===== config.mk =====
export PLATFORM = sky130hd
export DESIGN_NAME = ctep_timer
export DESIGN_NICKNAME = d
export VERILOG_FILES = /design/src/common/ctep_pkg.sv /design/src/design/ctep_sync3.sv /design/src/design/ctep_timer.sv
export VERILOG_INCLUDE_DIRS = /design/src /design/src/common
export SDC_FILE = /design/constraint.sdc
export NUM_CORES = 1
export LEC_CHECK = 0
export BUFFER_PORTS_ARGS = -buffer_cell sky130_fd_sc_hd__buf_2
export CAP_MARGIN = 20
export CORE_ASPECT_RATIO = 1.1
export CORE_MARGIN = 1.5
export CORE_UTILIZATION = 40
export CTS_CLUSTER_SIZE = 24
export DETAILED_ROUTE_END_ITERATION = 8
export GPL_ROUTABILITY_DRIVEN = 0
export PLACE_DENSITY = 0.54
export SYNTH_ARGS = -nofsm -noshare
export SYNTH_HDL_FRONTEND = slang
export SYNTH_HIERARCHICAL = 1
export SYNTH_SLANG_ARGS = --single-unit

===== constraint.sdc =====
create_clock -name mclk_i -period 6.89 [get_ports mclk_i]
set_input_delay 0.689 -clock mclk_i [delete_from_list [all_inputs] [get_ports mclk_i]]
set_output_delay 0.689 -clock mclk_i [all_outputs]
set_load 0.02 [all_outputs]

===== src/common/ctep_defines.svh =====
// Register offsets, field positions, reset values and timing counts
`ifndef CTEP_DEFINES_SVH
`define CTEP_DEFINES_SVH

`define CTEP_ADDR_CTRL0 4'h0
`define CTEP_ADDR_CTRL1 4'h1
`define CTEP_ADDR_CNTL 4'h2
`define CTEP_ADDR_CNTH 4'h3
`define CTEP_ADDR_CMPL 4'h4
`define CTEP_ADDR_CMPH 4'h5
`define CTEP_ADDR_STAT 4'h6
`define CTEP_ADDR_MASK 4'h7

`define CTEP_C0_RUN 3
`define CTEP_C1_CCLR 0
`define CTEP_C1_OINIT 3
`define CTEP_C1_POL 2
`define CTEP_C1_DPX 1

`define CTEP_CTRL_RST 8'h00
`define CTEP_PERIOD_STEP 11'h080
`define CTEP_PERIOD_ZERO 11'h400

`define CTEP_ST_PMATCH 0
`define CTEP_ST_AMATCH 1
`define CTEP_ST_OVF 2

`endif


===== src/common/ctep_pkg.sv =====
// Types shared by the timer design files
package ctep_pkg;

  typedef enum logic [1:0]
  {
    CTEP_MODE_CMP = 2'h0,
    CTEP_MODE_UNDEF = 2'h1,
    CTEP_MODE_PWM = 2'h2,
    CTEP_MODE_TMR = 2'h3
  } ctep_mode_e;

  typedef struct packed
  {
    logic wr;
    logic rd;
    logic [3:0] addr;
    logic [7:0] wdata;
  } ctep_bus_s;

  typedef struct packed
  {
    logic pmatch;
    logic amatch;
    logic ovf;
  } ctep_evt_s;

endpackage


===== src/design/ctep_sync3.sv =====
// Three-stage synchroniser for the external count pin
`timescale 1ns/1ps
`include "ctep_defines.svh"

module ctep_sync3
  import ctep_pkg::*;
(
  // Clock and reset
  input wire logic mclk_i,
  input wire logic rst_b_i,
  // Pin in, filtered level out
  input wire logic pin_i,
  output logic level_o
);

  logic s1_q;
  logic s2_q;
  logic s3_q;
  logic level_q;
  wire agree = (s2_q == s3_q);

  always_ff @(posedge mclk_i or negedge rst_b_i)
  begin
    if (!rst_b_i)
    begin
      s1_q <= 1'b0;
      s2_q <= 1'b0;
      s3_q <= 1'b0;
      level_q <= 1'b0;
    end
    else
    begin
      s1_q <= pin_i;
      s2_q <= s1_q;
      s3_q <= s2_q;
      if (agree)
        level_q <= s3_q;
    end
  end

  assign level_o = level_q;

endmodule


===== src/design/ctep_timer.sv =====
// Compact 10-bit timer: run control, period compare, output and registers
//
// Decided for this implementation: the address map and the plain strobed port.
`timescale 1ns/1ps
`include "ctep_defines.svh"

module ctep_timer
  import ctep_pkg::*;
(
  // Clock and reset
  input wire logic mclk_i,
  input wire logic rst_b_i,
  // Register port
  input wire logic [3:0] addr_i,
  input wire logic [7:0] wdata_i,
  input wire logic wr_i,
  input wire logic rd_i,
  output logic [7:0] rdata_o,
  // External count pin
  input wire logic ext_clk_i,
  // Timer output pins
  output logic out_pin_o,
  output logic out_pin_n_o,
  output logic irq_o
);

  // ****************************************
  // Register port
  // ****************************************
  ctep_bus_s bus;
  assign bus = '{wr: wr_i, rd: rd_i, addr: addr_i, wdata: wdata_i};

  logic [7:0] ctrl0_q;
  logic [7:0] ctrl1_q;
  logic [9:0] cmpa_q;
  logic [7:0] cmpa_lo_buf_q;
  logic [7:0] cnt_lo_buf_q;
  logic [2:0] stat_q;
  logic [2:0] mask_q;
  logic [7:0] rdata_q;
  logic [9:0] cnt_q;
  logic [9:0] cnt_d;
  logic run_q;
  logic out_q;
  logic ext_prev_q;

  wire sel_c0 = (bus.addr == `CTEP_ADDR_CTRL0);
  wire sel_c1 = (bus.addr == `CTEP_ADDR_CTRL1);
  wire sel_dl = (bus.addr == `CTEP_ADDR_CNTL);
  wire sel_dh = (bus.addr == `CTEP_ADDR_CNTH);
  wire sel_al = (bus.addr == `CTEP_ADDR_CMPL);
  wire sel_ah = (bus.addr == `CTEP_ADDR_CMPH);
  wire sel_st = (bus.addr == `CTEP_ADDR_STAT);
  wire sel_mk = (bus.addr == `CTEP_ADDR_MASK);

  logic [7:0] rd_mux;
  always_comb
  begin
    if (sel_c0)
      rd_mux = ctrl0_q;
    else if (sel_c1)
      rd_mux = ctrl1_q;
    else if (sel_dl)
      rd_mux = cnt_lo_buf_q;
    else if (sel_dh)
      rd_mux = {6'h00, cnt_q[9:8]};
    else if (sel_al)
      rd_mux = cmpa_q[7:0];
    else if (sel_ah)
      rd_mux = {6'h00, cmpa_q[9:8]};
    else if (sel_st)
      rd_mux = {5'h00, stat_q};
    else if (sel_mk)
      rd_mux = {5'h00, mask_q};
    else
      rd_mux = 8'h00;
  end

  // ****************************************
  // Control fields
  // ****************************************
  wire run_en = ctrl0_q[`CTEP_C0_RUN];
  wire pause = ctrl0_q[7];
  wire [2:0] clk_sel = ctrl0_q[6:4];
  wire [2:0] period_match_bits = ctrl0_q[2:0];
  ctep_mode_e mode;
  assign mode = ctep_mode_e'(ctrl1_q[7:6]);
  wire [1:0] out_func = ctrl1_q[5:4];
  wire out_init = ctrl1_q[`CTEP_C1_OINIT];
  wire out_pol = ctrl1_q[`CTEP_C1_POL];
  wire dual_sel = ctrl1_q[`CTEP_C1_DPX];
  wire clr_sel = ctrl1_q[`CTEP_C1_CCLR];

  wire run_rise = run_en && !run_q;

  // ****************************************
  // Counter clock tick
  // ****************************************
  // Only the system clock and the pin are modelled as sources; code 5 gives
  // no tick, and the divided clocks fall back to the system clock to keep the block small.
  logic ext_lvl;
  ctep_sync3 u_sync
  (
    .mclk_i(mclk_i),
    .rst_b_i(rst_b_i),
    .pin_i(ext_clk_i),
    .level_o(ext_lvl)
  );
  wire ext_rise = ext_lvl && !ext_prev_q;
  wire ext_fall = !ext_lvl && ext_prev_q;
  wire tick_src = (clk_sel == 3'h6) ? ext_rise :
                  (clk_sel == 3'h7) ? ext_fall :
                  (clk_sel == 3'h5) ? 1'b0 : 1'b1;
  wire tick = run_en && !run_rise && !pause && tick_src;

  // ****************************************
  // Period and compare matches
  // ****************************************
  // The period bits see only counter bits 9..7, so a match arrives after
  // n*128 clocks; code 000 never matches, and the count runs on until it wraps.
  wire [2:0] cnt_top = cnt_q[9:7];
  wire pmatch_raw = (period_match_bits != 3'h0) &&
                    (cnt_top == period_match_bits) &&
                    (cnt_q[6:0] == 7'h00);
  wire at_max = (cnt_q == 10'h3ff);
  wire ovf = tick && at_max;
  wire pmatch = tick && ((cnt_q + 10'h001) == {period_match_bits, 7'h00})
                && (period_match_bits != 3'h0);
  wire amatch = tick && ((cnt_q + 10'h001) == cmpa_q);
  wire pm_clear = pmatch && !clr_sel;
  wire am_clear = amatch && clr_sel;

  always_comb
  begin
    cnt_d = cnt_q;
    if (run_rise)
      cnt_d = 10'h000;
    else if (!run_en)
      cnt_d = cnt_q;
    else if (pm_clear || am_clear || ovf)
      cnt_d = 10'h000;
    else if (tick)
      cnt_d = cnt_q + 10'h001;
  end

  // ****************************************
  // Output pin
  // ****************************************
  // Compare output mode acts on compare A only; the period match just clears the count, and only when clr_sel is 0
  wire cmp_event = amatch;
  logic out_d;
  always_comb
  begin
    out_d = out_q;
    if (mode == CTEP_MODE_CMP)
    begin
      if (run_rise)
        out_d = out_init;
      else if (cmp_event)
      begin
        case (out_func)
          2'h1: out_d = 1'b0;
          2'h2: out_d = 1'b1;
          2'h3: out_d = !out_q;
          default: out_d = out_q;
        endcase
      end
    end
    else if (mode == CTEP_MODE_PWM)
    begin
      if (pmatch || ovf)
        out_d = 1'b1;
      else if (amatch)
        out_d = 1'b0;
    end
  end

  wire out_lvl = out_pol ? !out_q : out_q;
  assign out_pin_o = (mode == CTEP_MODE_TMR) ? 1'b0 : out_lvl;
  assign out_pin_n_o = dual_sel ? !out_pin_o : out_pin_o;

  // ****************************************
  // Events and interrupt
  // ****************************************
  ctep_evt_s evt;
  assign evt = '{pmatch: pmatch, amatch: amatch, ovf: ovf};
  wire [2:0] evt_v = {evt.ovf, evt.amatch, evt.pmatch};
  wire [2:0] st_clr = (bus.wr && sel_st) ? bus.wdata[2:0] : 3'h0;
  // A new event wins over a same-cycle write-one clear
  wire [2:0] stat_d = (stat_q & ~st_clr) | evt_v;
  assign irq_o = |(stat_q & mask_q);

  // ****************************************
  // Registers
  // ****************************************
  always_ff @(posedge mclk_i or negedge rst_b_i)
  begin
    if (!rst_b_i)
    begin
      ctrl0_q <= `CTEP_CTRL_RST;
      ctrl1_q <= `CTEP_CTRL_RST;
      cmpa_q <= 10'h000;
      cmpa_lo_buf_q <= 8'h00;
      cnt_lo_buf_q <= 8'h00;
      stat_q <= 3'h0;
      mask_q <= 3'h0;
      rdata_q <= 8'h00;
      cnt_q <= 10'h000;
      run_q <= 1'b0;
      out_q <= 1'b0;
      ext_prev_q <= 1'b0;
    end
    else
    begin
      if (bus.wr && sel_c0)
        ctrl0_q <= bus.wdata;
      if (bus.wr && sel_c1)
        ctrl1_q <= bus.wdata;
      if (bus.wr && sel_al)
        cmpa_lo_buf_q <= bus.wdata;
      if (bus.wr && sel_ah)
        cmpa_q <= {bus.wdata[1:0], cmpa_lo_buf_q};
      if (bus.rd && sel_dh)
        cnt_lo_buf_q <= cnt_q[7:0];
      if (bus.wr && sel_mk)
        mask_q <= bus.wdata[2:0];
      stat_q <= stat_d;
      rdata_q <= bus.rd ? rd_mux : 8'h00;
      cnt_q <= cnt_d;
      run_q <= run_en;
      out_q <= out_d;
      ext_prev_q <= ext_lvl;
    end
  end

  assign rdata_o = rdata_q;
endmodule

### Word level (Yosys, flattened, before mapping)

Cells that the tools add are included.

* register bits: 73
* input port bits: 17
* output and inout port bits: 11
* logic and storage cells: 109

* $add $sub $neg: 1
* equality and inequality tests: 21
* multiplexer cells: 27
* bitwise logic cells: 4
* reduce and logical (&&, ||, !) cells: 40

Operators with widths (count)
* 2-to-1 mux 8 bit: 6
* 2-to-1 mux 10 bit: 4
* == test 10 bit: 2
* logical AND 1 bit: 19
* == test 4 x 3 -> 1 bit (second input constant): 4
* 2-to-1 mux 1 bit: 12
* 2-to-1 mux 3 bit: 4
* adder 10 x 1 -> 10 bit (second input constant): 1
* == test 10 bit (second input constant): 1
* == test 3 bit (second input constant): 3
* nonzero test 3 bit: 3
* == test 2 bit (second input constant): 4
* == test 4 x 2 -> 1 bit (second input constant): 2
* zero test 1 bit: 8
* AND 3 bit: 2
* inequality test 5 x 2 -> 1 bit (second input constant): 1
* == test 4 x 1 -> 1 bit (second input constant): 1
* zero test 4 bit: 1
* AND reduction 4 bit: 1
* nonzero test 2 bit: 2
* logical OR 1 bit: 3
* inequality test 3 bit (second input constant): 1
* inverter 3 bit: 1
* OR 3 bit: 1
* 6 further kinds: 6

### Depth between registers and ports, before layout

* word-level depth: 14
* depth in mapped cells: 9
* depth with buffers taken out: 8

### By module

The synthesis kept the hierarchy.

Modules (own cells, without submodules)
* ctep_timer: instances 1, cells an instance 390, area an instance 3881.2 µm², sequential area each 1726.7 µm²
* ctep_sync3: instances 1, cells an instance 5, area an instance 111.4 µm², sequential area each 100.1 µm²

### Least setup slack after synthesis

No wires, ideal clock.

* path type: register -> register
* start: register cnt_q[1]
* end: register cnt_q[2]
* library setup time: 0.130 ns
* data arrival time: 2.215 ns
* required time: 6.760 ns
* path slack: 4.545 ns
* stages on the path, launching flop included: 9
* path buffers: 0
* clock period less this slack: 2.345 ns
* cells stage by stage: dfrtp_1 > ha_1 > nand3_2 > or3_1 > and2_1 > xor2_1 > nand4_4 > a41oi_1 > o22ai_1

* cells in the longest elaborated chain, start to end: 10
* elaborated cells between the ends (all ways): 18
* classes of those cells: add/sub: 1; eq/ne: 3; mux: 4; reduce/logical: 10

Ends and longest elaborated chain
* start: declaration: RTL line ctep_timer.sv:41 `logic [9:0] cnt_q;`
* start signal: assignment: RTL line ctep_timer.sv:229 `cnt_q <= cnt_d;`
* adder 10 x 1 -> 10 bit: RTL line ctep_timer.sv:127, ctep_timer.sv:129, ctep_timer.sv:143
* == test 10 bit: RTL line ctep_timer.sv:127 `wire pmatch = tick && ((cnt_q + 10'h001) == {period_match_bits, 7'h00})`
* logical AND 1 bit: RTL line ctep_timer.sv:127
* logical AND 1 bit: RTL line ctep_timer.sv:128 `&& (period_match_bits != 3'h0);`
* logical AND 1 bit: RTL line ctep_timer.sv:130 `wire pm_clear = pmatch && !clr_sel;`
* logical OR 1 bit (2 in a row): RTL line ctep_timer.sv:140 `else if (pm_clear || am_clear || ovf)`
* 2-to-1 mux 10 bit: RTL line ctep_timer.sv:140
* 2-to-1 mux 10 bit: RTL line ctep_timer.sv:138 `else if (!run_en)`
* 2-to-1 mux 10 bit: RTL line ctep_timer.sv:136 `if (run_rise)`

Several ways; a longest one is shown, not always the timed one. The select of a mux whose other input is x is not followed.
A chain may end at the register's enable or synchronous reset.

### Worst setup path in the final report

* start: register cnt_q[0]
* end: register cnt_q[2]

Same word-level chain as after synthesis.

==> results.md <==
- Status: finished clean
- Residual DRC: 0
- Vias after detailed routing: 3107
- Core ar.: 9790 um^2
- Die H: 108 um
- Clock skew: 0.0104 ns
- Pins Over Slew Limit: 0
- Dpl hpwl: 7.24 mm
- Setup_tns: 0 ns
- Syn Area/Cell: 10.1 um^2
- Top post-synthesis cells by count: dfrtp_1, nand2_1, o21ai_0
- Clock Sinks: 73
- Critical Path Source Type: flip-flop
- Clock buffer depth: 2
- DR iter-0 viols: 150
- Post-Route WL: 10.0 mm
- Crit-path max cell delay: 0.55 ns
- R2r worst-path depth: 8
- Post-DRT Antenna Nets: 0
- PostCTS Resize Cnt: 0
- FILL cells: 934
- Worst EP arrival: 3.03 ns
- Max FO, Critical Path: 10
- Initial Utilization: 40.8%
- Netlist cell types: 56
- Seq/Total Area, Yosys: 45.8%
- Die Area: 10600 um^2
- # diodes: 0
- Final nets: 433
- Slew at the pin closest to its max-slew limit: 0.930 ns
- WL/cell: 18.7 um
- Most common cell in the synthesized netlist: dfrtp_1
- Hold path start: u_sync/s1_q$_DFF_PN0_
- Maximum capacitance violations: 0
- Rows: 38
- Syn Nets: 416
- Hold buffer count at CTS: 0
- Worst reg2reg startpoint: cnt_q[0]$_DFFE_PN0P_
- Yosys warns: 6
- Largest net degree at the start of global routing: 74
- IO Pins: 28
- Top-area cell type share of the netlist area: 45.8%
- Clk root buf: clkbuf_8
- CP max-delay cell: dfrtp_1
- Hold path endpoint: u_sync/s2_q$_DFF_PN0_
- Clock-pin slew on the worst setup and hold paths: 0.08 ns
- Relative slew margins: 38.0%
- Worst path cell trace: ha_1 > nand3_2 > or3_1 > and2_1 > xor2_1 > nand4_4 > a41oi_1 > o22ai_1
- Share of layout cells above drive strength 1: 21.3%
- WS Path Type: reg2reg
- Storage cell area: 1830 um^2
- TritonCTS clock tree: done
- Worst r2r dst: cnt_q[2]$_DFFE_PN0P_
- Global-route wire length before repair: 16.1 mm
- RSZ-0062 raised after global routing: no
- Fin util: 45.1%
- Area of the multi-input gates: 2000 um^2
- Input/output buffers: 27
- Insertion delay to the later sink of the worst-skew pair: 0.35 ns
- GRT Total Usage: 20.0%
- Final hold vios: 0
- Final Cycle Share: 40.6%
- WP buf/inv: 0
- Hold crit path type: reg2reg
- Predominant post-synthesis flop cell: dfrtp_1
- Crit. End Element: flip-flop
- Total gr overflow: 0
- R2R setup slack: 4.09 ns
- Pre-antenna DRT Iters: 5
- Top cell type by total area after synthesis: dfrtp_1
- Peak VDD IR: 0.106 mV
- Number of synthesized register bits: 73
- Cell Area, Synth: 3990 um^2
- Post-CTS Setup Bufs: 0
- Worst Path Required: 7.12 ns
- Ys async rst share: 100%
- Number of synthesized flops with an enable pin: 0
- Synth-to-layout area growth: 10.6%
- H-tree depth: 3
- Synth Instances: 395
- Largest cells by area after synthesis: dfrtp_1, mux2_2, o21ai_0
- Via count of the first global-routing pass: 2957
- CTS Buf Count: 9
- Final min period: 2.80 ns
- Avg Vias per Cell: 5.79
- CP top delay family: simple AND/OR/NAND/NOR gates
- Initial antenna violation count: 0
- PD cells: 314 nW/um^2
- Setup violations, final: 0
- Die width: 98.3 um
- Leakage: 0.00189 uW
- Hold Path Depth: 0
- FMAX: 357 MHz
## per-stage QoR
stage | setup WS [ns] | total power (uW) | cell area [um^2] | instances | hold slack [ns]
4_1_cts | 4.10 | 1400 | 4410 | 537 | 0.363
6_report | 4.09 | 1380 | 4410 | 537 | 0.357
2_1_floorplan | 4.54 | 896 | 3990 | 395 | 0.331
5_1_grt | 3.89 | 1470 | 4410 | 537 | 0.382
3_5_place_dp | 4.13 | 1000 | 4190 | 521 | 0.344
3_3_place_gp | 4.17 | 998 | 4190 | 521 | 0.336
## cell families (layout without fill, tap and decap cells)
family,count (synthesis),in the layout,share of synthesized area [%]
AND/OR/NAND/NOR,130,130,18.6
AO/OA/AOI/OAI,97,97,15.9
flip-flops,73,73,45.8
buffers and inverters,40,62,4.11
multiplexers,35,35,10.1
XOR/XNOR,15,15,3.98
adder cells (fa/ha/maj),5,5,1.54
## cell type report
| class | count | area share (%) |
|---|---|---|
| multi-input combinational | 282 | 45.4 |
| inverter | 19 | 1.62 |
| clock buffer | 9 | 2.81 |
| sequential | 73 | 41.4 |
| timing repair buffer | 27 | 3.12 |
| clock inverter | 7 | 2.32 |
| tap | 120 | 3.40 |
## worst max path at each step
stage | from | end | slack (ns) | cells past startpoint
finish | cnt_q[0]$_DFFE_PN0P_ | cnt_q[2]$_DFFE_PN0P_ | 4.09 | 8
global route | cnt_q[0]$_DFFE_PN0P_ | cnt_q[7]$_DFFE_PN0P_ | 3.89 | 8
CTS | cnt_q[0]$_DFFE_PN0P_ | cnt_q[9]$_DFFE_PN0P_ | 4.10 | 8
detailed placement | cnt_q[0]$_DFFE_PN0P_ | cnt_q[9]$_DFFE_PN0P_ | 4.13 | 8
global placement | cnt_q[0]$_DFFE_PN0P_ | cnt_q[2]$_DFFE_PN0P_ | 4.17 | 8
floorplan | cnt_q[1]$_DFFE_PN0P_ | cnt_q[2]$_DFFE_PN0P_ | 4.54 | 8
## per-layer routing
layer | global-route usage (%) | part of all wire, %
met2 | 32.0 | 47
met3 | 4.29 | 5.6
met4 | 8.25 | 2.1
met1 | 26.5 | 45
met5 | 0 | 0
## cells in the final DEF (no fill, tap or decap), types with 6 or more instances in the layout
master / count
nor2b_1: 9
o22ai_1: 6
nor2_1: 20
mux2_2: 33
nand2_1: 43
xnor2_1: 9
buf_2: 26
inv_1: 19
dfrtp_1: 73
a21oi_1: 12
o21ai_0: 34
o21ai_1: 6
nand3_1: 12
a41oi_1: 6
a222oi_1: 6
clkbuf_8: 9
## state kept, by name, summed over array words and instances, names as in the netlist, 3 cells and up
register / cells
ctrl0_q: 8
cnt_q: 10
mask_q: 3
cmpa_lo_buf_q: 8
stat_q: 3
ctrl1_q: 8
cmpa_q: 10
rdata_o: 8
cnt_lo_buf_q: 8
## power by group
part | internal, uW | switching (uW)
registers | 514 | 115
clock network | 208 | 182
logic | 167 | 198
total | 889 | 495
Note: power is estimated with default switching activity, not from simulation.
